$ cat src/verilog/gen_ctl_defs.svh
`ifndef GEN_CTL_DEFS_SVH
`define GEN_CTL_DEFS_SVH

// ----------------------------------------
// register offsets
// ----------------------------------------
`define REG_CTRL 8'h00
`define REG_MIN_RUN 8'h04
`define REG_WARM 8'h08
`define REG_COOL 8'h0c
`define REG_SVC_INT 8'h10
`define REG_TOTAL_SET 8'h14
`define REG_CMD 8'h18
`define REG_STATUS 8'h1c
`define REG_RUN_TIME 8'h20
`define REG_TOTAL 8'h24
`define REG_SVC_LEFT 8'h28
`define REG_DAY_BASE 8'h40

// ----------------------------------------
// control fields
// ----------------------------------------
`define CTRL_AUTO 0
`define CTRL_MANUAL 1
`define CTRL_DETECT 2
`define CTRL_NOAUTO_ALM 3
`define CTRL_LOSS_LO 4
`define CTRL_LOSS_HI 5
`define CTRL_GRID_LO 6
`define CTRL_GRID_HI 7
`define CTRL_RESET 32'h0000_0001

// ----------------------------------------
// command bits
// ----------------------------------------
`define CMD_SVC_RESET 0
`define CMD_DAY_RESET 1
`define CMD_DAY_ROLL 2

// ----------------------------------------
// reset values and times
// ----------------------------------------
`define MIN_RUN_RESET 32'h0000_0000
`define WARM_RESET 32'h0000_003c
`define COOL_RESET 32'h0000_00b4
`define SVC_INT_RESET 32'h0000_0000
`define NOAUTO_LIMIT_S 600
`define GRID_EXTRA_S 15
`define CLK_HZ 100000000

`endif

$ cat src/verilog/gen_ctl_pkg.sv
package gen_ctl_pkg;

  typedef enum logic [5:0] {
    ST_STOPPED = 6'h01,
    ST_WARMUP = 6'h02,
    ST_MANUAL = 6'h04,
    ST_COND = 6'h08,
    ST_COOL = 6'h10,
    ST_STOPPING = 6'h20
  } run_state_type;

  typedef enum logic [1:0] {
    LOSS_STOP = 2'h0,
    LOSS_START = 2'h1,
    LOSS_KEEP = 2'h2
  } loss_action_type;

  typedef enum logic [1:0] {
    GRID_OFF = 2'h0,
    GRID_AC1 = 2'h1,
    GRID_AC2 = 2'h2
  } grid_stop_type;

endpackage

$ cat src/verilog/sec_tick.sv
`timescale 1ns/10ps
// ----------------------------------------
// one-second time base
// ----------------------------------------
module sec_tick #(
  parameter int unsigned DIV = 100000000
) (
  input wire logic clk_sys_in,
  input wire logic reset_in,
  output logic tick_out
);
  logic [31:0] cnt_q;

  // divider wraps once a second
  always_ff @(posedge clk_sys_in) begin
    if (reset_in || cnt_q == 32'(DIV - 1)) begin
      cnt_q <= 32'h0000_0000;
    end else begin
      cnt_q <= cnt_q + 32'h0000_0001;
    end
  end

  // pulse on wrap
  always_ff @(posedge clk_sys_in) begin
    if (reset_in) begin
      tick_out <= 1'b0;
    end else begin
      tick_out <= (cnt_q == 32'(DIV - 1));
    end
  end
endmodule

$ cat src/verilog/cond_arbiter.sv
`timescale 1ns/10ps
// ----------------------------------------
// ranked start-condition arbiter
// ----------------------------------------
module cond_arbiter (
  input wire logic [8:0] demand_in,
  output logic [8:0] active_out,
  output logic any_out,
  output logic lower_out
);
  logic [8:0] seen;

  // bit 8 manual ranks highest, bit 0 periodic lowest
  always_comb begin
    seen = 9'h000;
    active_out = 9'h000;
    for (int i = 8; i >= 0; i--) begin
      if (demand_in[i] && seen == 9'h000) begin
        active_out[i] = 1'b1;
      end
      seen[i] = demand_in[i];
    end
  end

  assign any_out = |demand_in;
  // some condition ranked below the active one still demands
  assign lower_out = |(demand_in & ~active_out);
endmodule

$ cat src/verilog/gen_autostart.sv
// The strobed register port and the address map were left to the implementer.
`timescale 1ns/10ps
// Function
// - Exactly one of six run states is reported at all times.
// - Current-run timer restarts at each start and counts run seconds.
// - Total run counter accumulates; a total-hours write overwrites it.
// - Service countdown from interval hours; warning raised on expiry.
// - Service reset command reloads countdown from interval.
// - Seven daily run-time totals kept, newest in day zero.
// - Daily reset command clears all seven day totals.
// - Condition starts and stops only while autostart is enabled.
// - Condition start holds at least minimum run time once past warm-up; manual ignores it.
// - Warm-up and cool-down run relay with AC input relay open.
// - Detection enabled: alarm when running expected but no AC input power.
// - No-autostart alarm after autostart off over ten minutes.
// - Comms loss applies stop, start or keep-running action.
// - Conditions ranked manual, AC-in, SoC, load, current, voltage, temp, overload, periodic.
// - Only the highest met condition is reported active.
// - All enabled conditions evaluated continuously, also while running.
// - Lower-ranked demand keeps generator running after active one clears.
// - Grid-return stop setting: disabled, AC input 1 or AC input 2.
// - Grid return: disconnect, cool down, then 15 s before stopped.
// - Manual start while running suppresses auto-stop until withdrawn.
`include "gen_ctl_defs.svh"

module gen_autostart #(
  parameter int unsigned CLK_HZ = `CLK_HZ,
  parameter int unsigned DAYS = 7
) (
  input wire logic clk_sys_in,
  input wire logic reset_in,
  input wire logic [7:0] addr_in,
  input wire logic [31:0] wdata_in,
  input wire logic wr_in,
  input wire logic rd_in,
  output logic [31:0] rdata_out,
  input wire logic [6:0] cond_demand_in,
  input wire logic comm_lost_in,
  input wire logic ac_power_in,
  input wire logic grid_ac1_in,
  input wire logic grid_ac2_in,
  output logic relay_out,
  output logic ac_connect_out,
  output logic [5:0] state_out,
  output logic [8:0] active_cond_out,
  output logic service_warn_out,
  output logic no_power_alarm_out,
  output logic no_auto_alarm_out
);

  // ----------------------------------------
  // pin synchronisers
  // ----------------------------------------
  logic [9:0] sync1_q;
  logic [9:0] sync2_q;

  // two stages for every external level
  always_ff @(posedge clk_sys_in) begin
    if (reset_in) begin
      sync1_q <= 10'h000;
      sync2_q <= 10'h000;
    end else begin
      sync1_q <= {cond_demand_in, comm_lost_in, ac_power_in, grid_ac1_in};
      sync2_q <= sync1_q;
    end
  end

  logic grid2_s1_q;
  logic grid2_s2_q;
  always_ff @(posedge clk_sys_in) begin
    if (reset_in) begin
      grid2_s1_q <= 1'b0;
      grid2_s2_q <= 1'b0;
    end else begin
      grid2_s1_q <= grid_ac2_in;
      grid2_s2_q <= grid2_s1_q;
    end
  end

  logic [6:0] cond_s;
  logic comm_lost_s;
  logic ac_power_s;
  assign cond_s = sync2_q[9:3];
  assign comm_lost_s = sync2_q[2];
  assign ac_power_s = sync2_q[1];

  // ----------------------------------------
  // registers
  // ----------------------------------------
  logic [31:0] ctrl_q;
  logic [31:0] min_run_q;
  logic [31:0] warm_q;
  logic [31:0] cool_q;
  logic [31:0] svc_int_q;
  logic wr_total;
  logic svc_reset;
  logic day_reset;
  logic day_roll;

  assign wr_total = wr_in && addr_in == `REG_TOTAL_SET;
  assign svc_reset = wr_in && addr_in == `REG_CMD && wdata_in[`CMD_SVC_RESET];
  assign day_reset = wr_in && addr_in == `REG_CMD && wdata_in[`CMD_DAY_RESET];
  assign day_roll = wr_in && addr_in == `REG_CMD && wdata_in[`CMD_DAY_ROLL];

  // settings written by software
  always_ff @(posedge clk_sys_in) begin
    if (reset_in) begin
      ctrl_q <= `CTRL_RESET;
      min_run_q <= `MIN_RUN_RESET;
      warm_q <= `WARM_RESET;
      cool_q <= `COOL_RESET;
      svc_int_q <= `SVC_INT_RESET;
    end else if (wr_in) begin
      case (addr_in)
        `REG_CTRL: begin
          ctrl_q <= {24'h000000, wdata_in[7:0]};
        end
        `REG_MIN_RUN: begin
          min_run_q <= wdata_in;
        end
        `REG_WARM: begin
          warm_q <= wdata_in;
        end
        `REG_COOL: begin
          cool_q <= wdata_in;
        end
        `REG_SVC_INT: begin
          svc_int_q <= wdata_in;
        end
        default: begin
        end
      endcase
    end
  end

  logic auto_en;
  logic manual_req;
  logic [1:0] loss_act;
  logic [1:0] grid_sel;
  assign auto_en = ctrl_q[`CTRL_AUTO];
  assign manual_req = ctrl_q[`CTRL_MANUAL];
  assign loss_act = ctrl_q[`CTRL_LOSS_HI:`CTRL_LOSS_LO];
  assign grid_sel = ctrl_q[`CTRL_GRID_HI:`CTRL_GRID_LO];

  // ----------------------------------------
  // time base and conditions
  // ----------------------------------------
  logic tick;
  sec_tick #(
    .DIV(CLK_HZ)
  ) u_tick (
    .clk_sys_in(clk_sys_in),
    .reset_in(reset_in),
    .tick_out(tick)
  );

  logic grid_back;
  assign grid_back = (grid_sel == gen_ctl_pkg::GRID_AC1 && sync2_q[0]) ||
    (grid_sel == gen_ctl_pkg::GRID_AC2 && grid2_s2_q);

  // conditions gated by autostart; loss start joins them
  logic [8:0] demand;
  logic loss_start;
  assign loss_start = comm_lost_s && loss_act == gen_ctl_pkg::LOSS_START;
  assign demand = {manual_req, 1'b0,
    (auto_en ? cond_s : 7'h00) | {6'h00, auto_en & loss_start}};

  logic any_demand;
  logic lower_demand;
  cond_arbiter u_arb (
    .demand_in(demand),
    .active_out(active_cond_out),
    .any_out(any_demand),
    .lower_out(lower_demand)
  );

  // ----------------------------------------
  // run state machine
  // ----------------------------------------
  gen_ctl_pkg::run_state_type state_q;
  logic [31:0] phase_q;
  logic by_manual_q;
  logic [31:0] run_s_q;

  logic keep_run;
  logic loss_stop;
  // any remaining demand holds; manual blocks auto-stop
  assign keep_run = any_demand || lower_demand || manual_req;
  // stop on loss only when the stop action is chosen and no manual request
  assign loss_stop = comm_lost_s && loss_act == gen_ctl_pkg::LOSS_STOP && !manual_req;

  logic min_done;
  // minimum run only after condition start
  assign min_done = by_manual_q || run_s_q >= min_run_q;

  always_ff @(posedge clk_sys_in) begin
    if (reset_in) begin
      state_q <= gen_ctl_pkg::ST_STOPPED;
      phase_q <= 32'h0000_0000;
      by_manual_q <= 1'b0;
    end else begin
      case (state_q)
        gen_ctl_pkg::ST_STOPPED: begin
          phase_q <= 32'h0000_0000;
          if (any_demand && !grid_back && !loss_stop) begin
            state_q <= gen_ctl_pkg::ST_WARMUP;
            by_manual_q <= manual_req;
          end
        end
        gen_ctl_pkg::ST_WARMUP: begin
          if (tick) begin
            phase_q <= phase_q + 32'h0000_0001;
          end
          if (!keep_run || loss_stop) begin
            state_q <= gen_ctl_pkg::ST_COOL;
            phase_q <= 32'h0000_0000;
          end else if (phase_q > warm_q) begin
            state_q <= manual_req ? gen_ctl_pkg::ST_MANUAL : gen_ctl_pkg::ST_COND;
          end
        end
        gen_ctl_pkg::ST_MANUAL, gen_ctl_pkg::ST_COND: begin
          state_q <= manual_req ? gen_ctl_pkg::ST_MANUAL : gen_ctl_pkg::ST_COND;
          // grid return disconnects first, then cools down
          if (grid_back && !manual_req) begin
            state_q <= gen_ctl_pkg::ST_COOL;
            phase_q <= 32'h0000_0000;
          end else if (loss_stop || (!keep_run && min_done)) begin
            state_q <= gen_ctl_pkg::ST_COOL;
            phase_q <= 32'h0000_0000;
          end
        end
        gen_ctl_pkg::ST_COOL: begin
          if (tick) begin
            phase_q <= phase_q + 32'h0000_0001;
          end
          if (phase_q > cool_q) begin
            state_q <= gen_ctl_pkg::ST_STOPPING;
            phase_q <= 32'h0000_0000;
          end
        end
        // extra settle time before counting as stopped
        gen_ctl_pkg::ST_STOPPING: begin
          if (tick) begin
            phase_q <= phase_q + 32'h0000_0001;
          end
          if (phase_q > 32'(`GRID_EXTRA_S)) begin
            state_q <= gen_ctl_pkg::ST_STOPPED;
            by_manual_q <= 1'b0;
          end
        end
        default: begin
          state_q <= gen_ctl_pkg::ST_STOPPED;
        end
      endcase
    end
  end

  logic running;
  assign running = state_q != gen_ctl_pkg::ST_STOPPED &&
    state_q != gen_ctl_pkg::ST_STOPPING;

  // relay drive; load only connected in manual and condition states
  always_ff @(posedge clk_sys_in) begin
    if (reset_in) begin
      relay_out <= 1'b0;
      ac_connect_out <= 1'b0;
    end else begin
      relay_out <= running;
      ac_connect_out <= state_q == gen_ctl_pkg::ST_MANUAL ||
        state_q == gen_ctl_pkg::ST_COND;
    end
  end
  assign state_out = state_q;

  // ----------------------------------------
  // run counters
  // ----------------------------------------
  logic [31:0] total_s_q;
  logic [31:0] svc_s_q;
  logic run_tick;
  assign run_tick = tick && running;

  // current run restarts at each start
  always_ff @(posedge clk_sys_in) begin
    if (reset_in || state_q == gen_ctl_pkg::ST_STOPPED) begin
      run_s_q <= 32'h0000_0000;
    end else if (run_tick) begin
      run_s_q <= run_s_q + 32'h0000_0001;
    end
  end

  // total seconds, overwritten by hours write
  always_ff @(posedge clk_sys_in) begin
    if (reset_in) begin
      total_s_q <= 32'h0000_0000;
    end else if (wr_total) begin
      total_s_q <= 32'(wdata_in * 32'd3600);
    end else if (run_tick) begin
      total_s_q <= total_s_q + 32'h0000_0001;
    end
  end

  always_ff @(posedge clk_sys_in) begin
    if (reset_in) begin
      svc_s_q <= 32'h0000_0000;
    end else if (svc_reset) begin
      svc_s_q <= 32'(svc_int_q * 32'd3600);
    end else if (run_tick && svc_s_q != 32'h0000_0000) begin
      svc_s_q <= svc_s_q - 32'h0000_0001;
    end
  end

  always_ff @(posedge clk_sys_in) begin
    if (reset_in) begin
      service_warn_out <= 1'b0;
    end else begin
      service_warn_out <= svc_int_q != 32'h0000_0000 && svc_s_q == 32'h0000_0000;
    end
  end

  // ----------------------------------------
  // daily history
  // ----------------------------------------
  logic [31:0] day_q [DAYS];

  // day zero accumulates, roll shifts history
  always_ff @(posedge clk_sys_in) begin
    if (reset_in || day_reset) begin
      for (int i = 0; i < DAYS; i++) begin
        day_q[i] <= 32'h0000_0000;
      end
    end else if (day_roll) begin
      for (int i = 1; i < DAYS; i++) begin
        day_q[i] <= day_q[i - 1];
      end
      day_q[0] <= 32'h0000_0000;
    end else if (run_tick) begin
      day_q[0] <= day_q[0] + 32'h0000_0001;
    end
  end

  // ----------------------------------------
  // alarms
  // ----------------------------------------
  logic [31:0] noauto_q;

  always_ff @(posedge clk_sys_in) begin
    if (reset_in || auto_en) begin
      noauto_q <= 32'h0000_0000;
    end else if (tick && noauto_q <= 32'(`NOAUTO_LIMIT_S)) begin
      noauto_q <= noauto_q + 32'h0000_0001;
    end
  end

  // no power while expected; disabled too long
  always_ff @(posedge clk_sys_in) begin
    if (reset_in) begin
      no_power_alarm_out <= 1'b0;
      no_auto_alarm_out <= 1'b0;
    end else begin
      no_power_alarm_out <= ctrl_q[`CTRL_DETECT] && !ac_power_s &&
        (state_q == gen_ctl_pkg::ST_MANUAL || state_q == gen_ctl_pkg::ST_COND);
      no_auto_alarm_out <= ctrl_q[`CTRL_NOAUTO_ALM] && noauto_q > 32'(`NOAUTO_LIMIT_S);
    end
  end

  // ----------------------------------------
  // read port
  // ----------------------------------------
  // read data one cycle after strobe
  always_ff @(posedge clk_sys_in) begin
    if (reset_in) begin
      rdata_out <= 32'h0000_0000;
    end else if (rd_in) begin
      rdata_out <= 32'h0000_0000;
      case (addr_in)
        `REG_CTRL: rdata_out <= ctrl_q;
        `REG_MIN_RUN: rdata_out <= min_run_q;
        `REG_WARM: rdata_out <= warm_q;
        `REG_COOL: rdata_out <= cool_q;
        `REG_SVC_INT: rdata_out <= svc_int_q;
        `REG_STATUS: rdata_out <= {4'h0, no_auto_alarm_out, no_power_alarm_out,
          service_warn_out, relay_out, 3'h0, active_cond_out, 6'h00, state_q};
        `REG_RUN_TIME: rdata_out <= run_s_q;
        `REG_TOTAL: rdata_out <= total_s_q;
        `REG_SVC_LEFT: rdata_out <= svc_s_q;
        default: begin
          for (int i = 0; i < DAYS; i++) begin
            if (addr_in == 8'(`REG_DAY_BASE + 4 * i)) begin
              rdata_out <= day_q[i];
            end
          end
        end
      endcase
    end else begin
      rdata_out <= 32'h0000_0000;
    end
  end

endmodule

$ cat config.mk
export PLATFORM = sky130hd
export DESIGN_NAME = gen_autostart
export DESIGN_NICKNAME = d
export VERILOG_FILES = /design/src/verilog/gen_ctl_pkg.sv /design/src/verilog/sec_tick.sv /design/src/verilog/cond_arbiter.sv /design/src/verilog/gen_autostart.sv
export VERILOG_INCLUDE_DIRS = /design/src /design/src/verilog
export SDC_FILE = /design/constraint.sdc
export NUM_CORES = 2
export LEC_CHECK = 0
export ABC_AREA = 1
export BUFFER_PORTS_ARGS = -buffer_cell sky130_fd_sc_hd__clkbuf_2
export CORE_UTILIZATION = 33
export DETAILED_ROUTE_END_ITERATION = 16
export GPL_ROUTABILITY_DRIVEN = 0
export GPL_TIMING_DRIVEN = 0
export SLEW_MARGIN = 20
export SYNTH_ARGS = -nofsm -noshare
export SYNTH_HDL_FRONTEND = slang
export SYNTH_SLANG_ARGS = --single-unit
$ cat constraint.sdc
create_clock -name clk_sys_in -period 7.7 [get_ports clk_sys_in]
set_input_delay 1.155 -clock clk_sys_in [delete_from_list [all_inputs] [get_ports clk_sys_in]]
set_output_delay 1.155 -clock clk_sys_in [all_outputs]
set_load 0.02 [all_outputs]
==> impl_results.md <==
- Outcome: completed
- Synth warn: 0
- Most frequent CP cell: nand2_1
- DRT met1 WL: ~55000 um
- Number of global-route vias before repair: 31900
- Die Y: about 340 um
- Commonest non-fill, non-tap cells in the layout: inv_1 (849), nand2_1 (771), nor2_1 (556)
- Largest net degree at the start of global routing: between 50 and 60
- Avg Synthesized Cell Area: between 7 and 8 um2
- Crit-path max cell delay: 0.65 ns
- Drt via density: about 5.2
- Sequential power share: roughly 40%
- Area Overhead vs Synth: 13.2%
- Core area: between 0.1 and 0.15 mm2
- FF+latch count, synth: ~620
- Clk sinks: between 600 and 700
- RSZ-0062 raised after global routing: false
- Number of max-cap violations: 0
- Number of synthesized flops with an enable pin: 192
- Post-DR wirelength/cell: slightly above 20 um
- P_leak: 18.2 nW
- Crit Path Class: input pin to register
- CP endpoint kind: register
- Via count: ~35000
- Global route overflow: 0
- Skew final: around 0.021 ns
- Clk root buf: clkbuf_16
- Final Util: 37.8%
- CP required: just over 8 ns
- Post-CTS sizing: 0
- Crit path arrival time: 5.74 ns
- Postcts setup bufs: 0
- CP Launch Type: input pin
- Main synth FF type: dfxtp_1
- Final Routed Wirelength: between 100000 and 150000 um
- Detailed placement HPWL: around 110000 um
- CTS tree: yes
- Max Fanout on Critical Path: 7
- Final Hold Vio Count: 0
- Met2 wire length: ~57000 um
- Clock Latency Late Sink: 0.64 ns
- Die W: around 340 um
- Placed cell area: ~0.04 mm2
- Maximum achievable frequency: between 150 and 200 MHz
- Post-synthesis sequential area ratio: between 30% and 40%
- Psw: 2.99 mW
- Count of different cell masters after synthesis: ~60
- IO buf count: 104
- Worst slew margin: between 20% and 30%
- Cell Int Power: 6.41 mW
- Multi-input logic area: approximately 0.019 mm2
- Logic pwr share: roughly 22%
- Pwr dens: approximately 220 mW/mm2
- # DRC: 0
- CTS Hold Buffers Added: 0
- Cts bufs inserted: 74
- 1st-pass router iterations: 8
- Initial DRC count: 4138
- Critical path cell sequence: clkbuf_2 -> inv_1 -> fa_1 -> inv_1 -> ha_1 -> fa_1 -> ha_1 -> ha_1 -> a21oi_2 -> nand2_1 -> a21boi_0 -> o21ai_1 -> nand2_1 -> nand2_1 -> or2_2 -> nand3_1 -> nand3_1 -> nand2_1 -> inv_1
- Final Cell Area: 0.0425 mm2
- Gr usage total: about 23%
- Die area: ~0.12 mm2
- Initial antenna violation count: 18
- Slew at the pin closest to its max-slew limit: between 1 and 1.5 ns
- Clock transition at path regs: ~0.060 ns
- Ys async rst share: 0%
- Initial core utilization: around 33%
- Largest register FFs: 224
- Nets: 5469
- Worst Hold Slack: a little under 0.4 ns
- Share of cells above drive strength 1: roughly 8.2%
- Final Cycle Share: 67.7%
- Biggest register: day_q
- Routed length on met3: between 10000 and 15000 um
- Switching share of total power: approximately a third
- Cells after Synth: 4905
- Worst VDD drop: 0.139 mV
- Antenna Nets Post-Route: 0
- Mapped Area: around 0.038 mm2
- Top Ports: between 100 and 150
- Reg-to-reg slack, setup: 3.21 ns
- Syn nets: around 5300
- Fin crit period: 5.21 ns
- Clk network pwr share: a little under two fifths
- FP Rows: around 120
- Top Layer Used: met5
- H-tree depth: 3
- # fillers: approximately 12000
- Reg area: approximately 0.014 mm2
- Slowest-stage cell, CP: fa_1
- Setup violators final: 0
- CTS max path bufs: 3
- First-pass GRT wire length: 199000 um
- Final-report max-slew violation count: 0
- Most common cell after layout, fill and taps aside: inv_1
- Min-delay worst type: register to register
## critical path, delay by kind of cell
kind	cells	cell delay, ns
buffers and inverters	4	0.81
adders and majority gates	5	2.11
and+or+nand+nor	7	0.85
AOI/OAI and AO/OA	3	0.80
## synthesized netlist by cell type (4+ instances only)
| master | instances | area (um2) |
|---|---|---|
| inv_2 | 14 | 52.6 |
| nand3b_1 | 4 | 30.0 |
| o211ai_1 | 31 | 233 |
| nor3_1 | 85 | 425 |
| a22oi_1 | 4 | 30.0 |
| nor2_2 | 27 | 169 |
| buf_2 | 63 | 315 |
| fa_1 | 80 | 1600 |
| buf_1 | 7 | 26.3 |
| nor4_1 | 42 | 263 |
| inv_1 | 849 | 3190 |
| o221ai_1 | 14 | 123 |
| nand2_2 | 22 | 138 |
| o21ai_0 | 267 | 1340 |
| nor2_4 | 11 | 124 |
| xnor2_1 | 27 | 236 |
| nor2_1 | 556 | 2090 |
| a221oi_1 | 25 | 219 |
| buf_4 | 8 | 60.1 |
| ha_1 | 245 | 3070 |
| edfxtp_1 | 192 | 5770 |
| a211oi_1 | 16 | 120 |
| nand3_1 | 157 | 786 |
| o21a_1 | 12 | 90.1 |
| dfxtp_1 | 427 | 8550 |
| a21boi_0 | 6 | 45.0 |
| o21ai_1 | 7 | 35.0 |
| or2_2 | 16 | 100 |
| o22ai_1 | 110 | 688 |
| nand2_1 | 771 | 2890 |
| clkbuf_1 | 81 | 304 |
| nor3b_1 | 16 | 120 |
| nand4_1 | 122 | 763 |
| a21o_1 | 5 | 37.5 |
| a21oi_1 | 414 | 2070 |
| nor3_2 | 9 | 90.1 |
| o31ai_1 | 6 | 45.0 |
| nand3_2 | 11 | 110 |
| o211a_1 | 7 | 70.1 |
| xor2_1 | 82 | 718 |
| a31oi_1 | 19 | 119 |
| o2111ai_1 | 8 | 70.1 |
## metal layers
metal / global-route usage [%] / vias up
met5: 0 / -
met3: 5.55 / 385
met2: 34.8 / 1705
met1: 30.1 / 16000
met4: 12.0 / 4
li1: - / 16500
## through the flow
stage | total power [mW] | TNS (ns) | std cells | worst slack (ns)
global placement | 5.81 | -323.05 | 6509 | -1.93
floorplan | 5.22 | 0 | 4905 | 0.619
detailed placement | 5.84 | 0 | 6513 | 2.06
CTS | 9.42 | 0 | 6649 | 2.71
finish | 9.40 | 0 | 6655 | 2.49
global route | 9.89 | 0 | 6649 | 2.42
## power by group through the flow
stage	registers [mW]	clock network [mW]	logic [mW]
after floorplan	3.69	0	1.53
after global placement	3.79	0	2.02
after detailed placement	3.78	0	2.06
after CTS	3.71	3.64	2.07
after global routing	3.72	3.78	2.39
final	3.71	3.60	2.09
## final timing paths
check        cells after the start          from            end
max                             19   wdata_in[2]  total_s_q[20]
max reg2reg                     17  svc_int_q[5]    svc_s_q[23]
min                              2    sync1_q[8]     sync2_q[8]
min reg2reg                      2    sync1_q[8]     sync2_q[8]
## cells by family after synthesis
kind of cell,count (synthesis),share of synthesized area [%]
buffers and inverters,1029,10.6
DFF,619,38.1
adders and majority gates,325,12.4
AOI/OAI and AO/OA,956,14.3
other,1,0.00998
and+or+nand+nor,1866,22.0
xor gates and xnor gates,109,2.54
## layout make-up
| cell class | instances | share of cell area (%) |
|---|---|---|
| Inverter | 867 | 7.66 |
| Sequential cell | 619 | 33.6 |
| Buffer | 162 | 1.75 |
| Antenna cell | 6 | 0.0353 |
| Multi-Input combinational cell | 3257 | 45.3 |
| Timing Repair Buffer | 108 | 1.39 |
| Tap cell | 1500 | 4.41 |
| Clock buffer | 109 | 5.03 |
| Clock inverter | 27 | 0.771 |
Power figures use the tool's default switching activity.
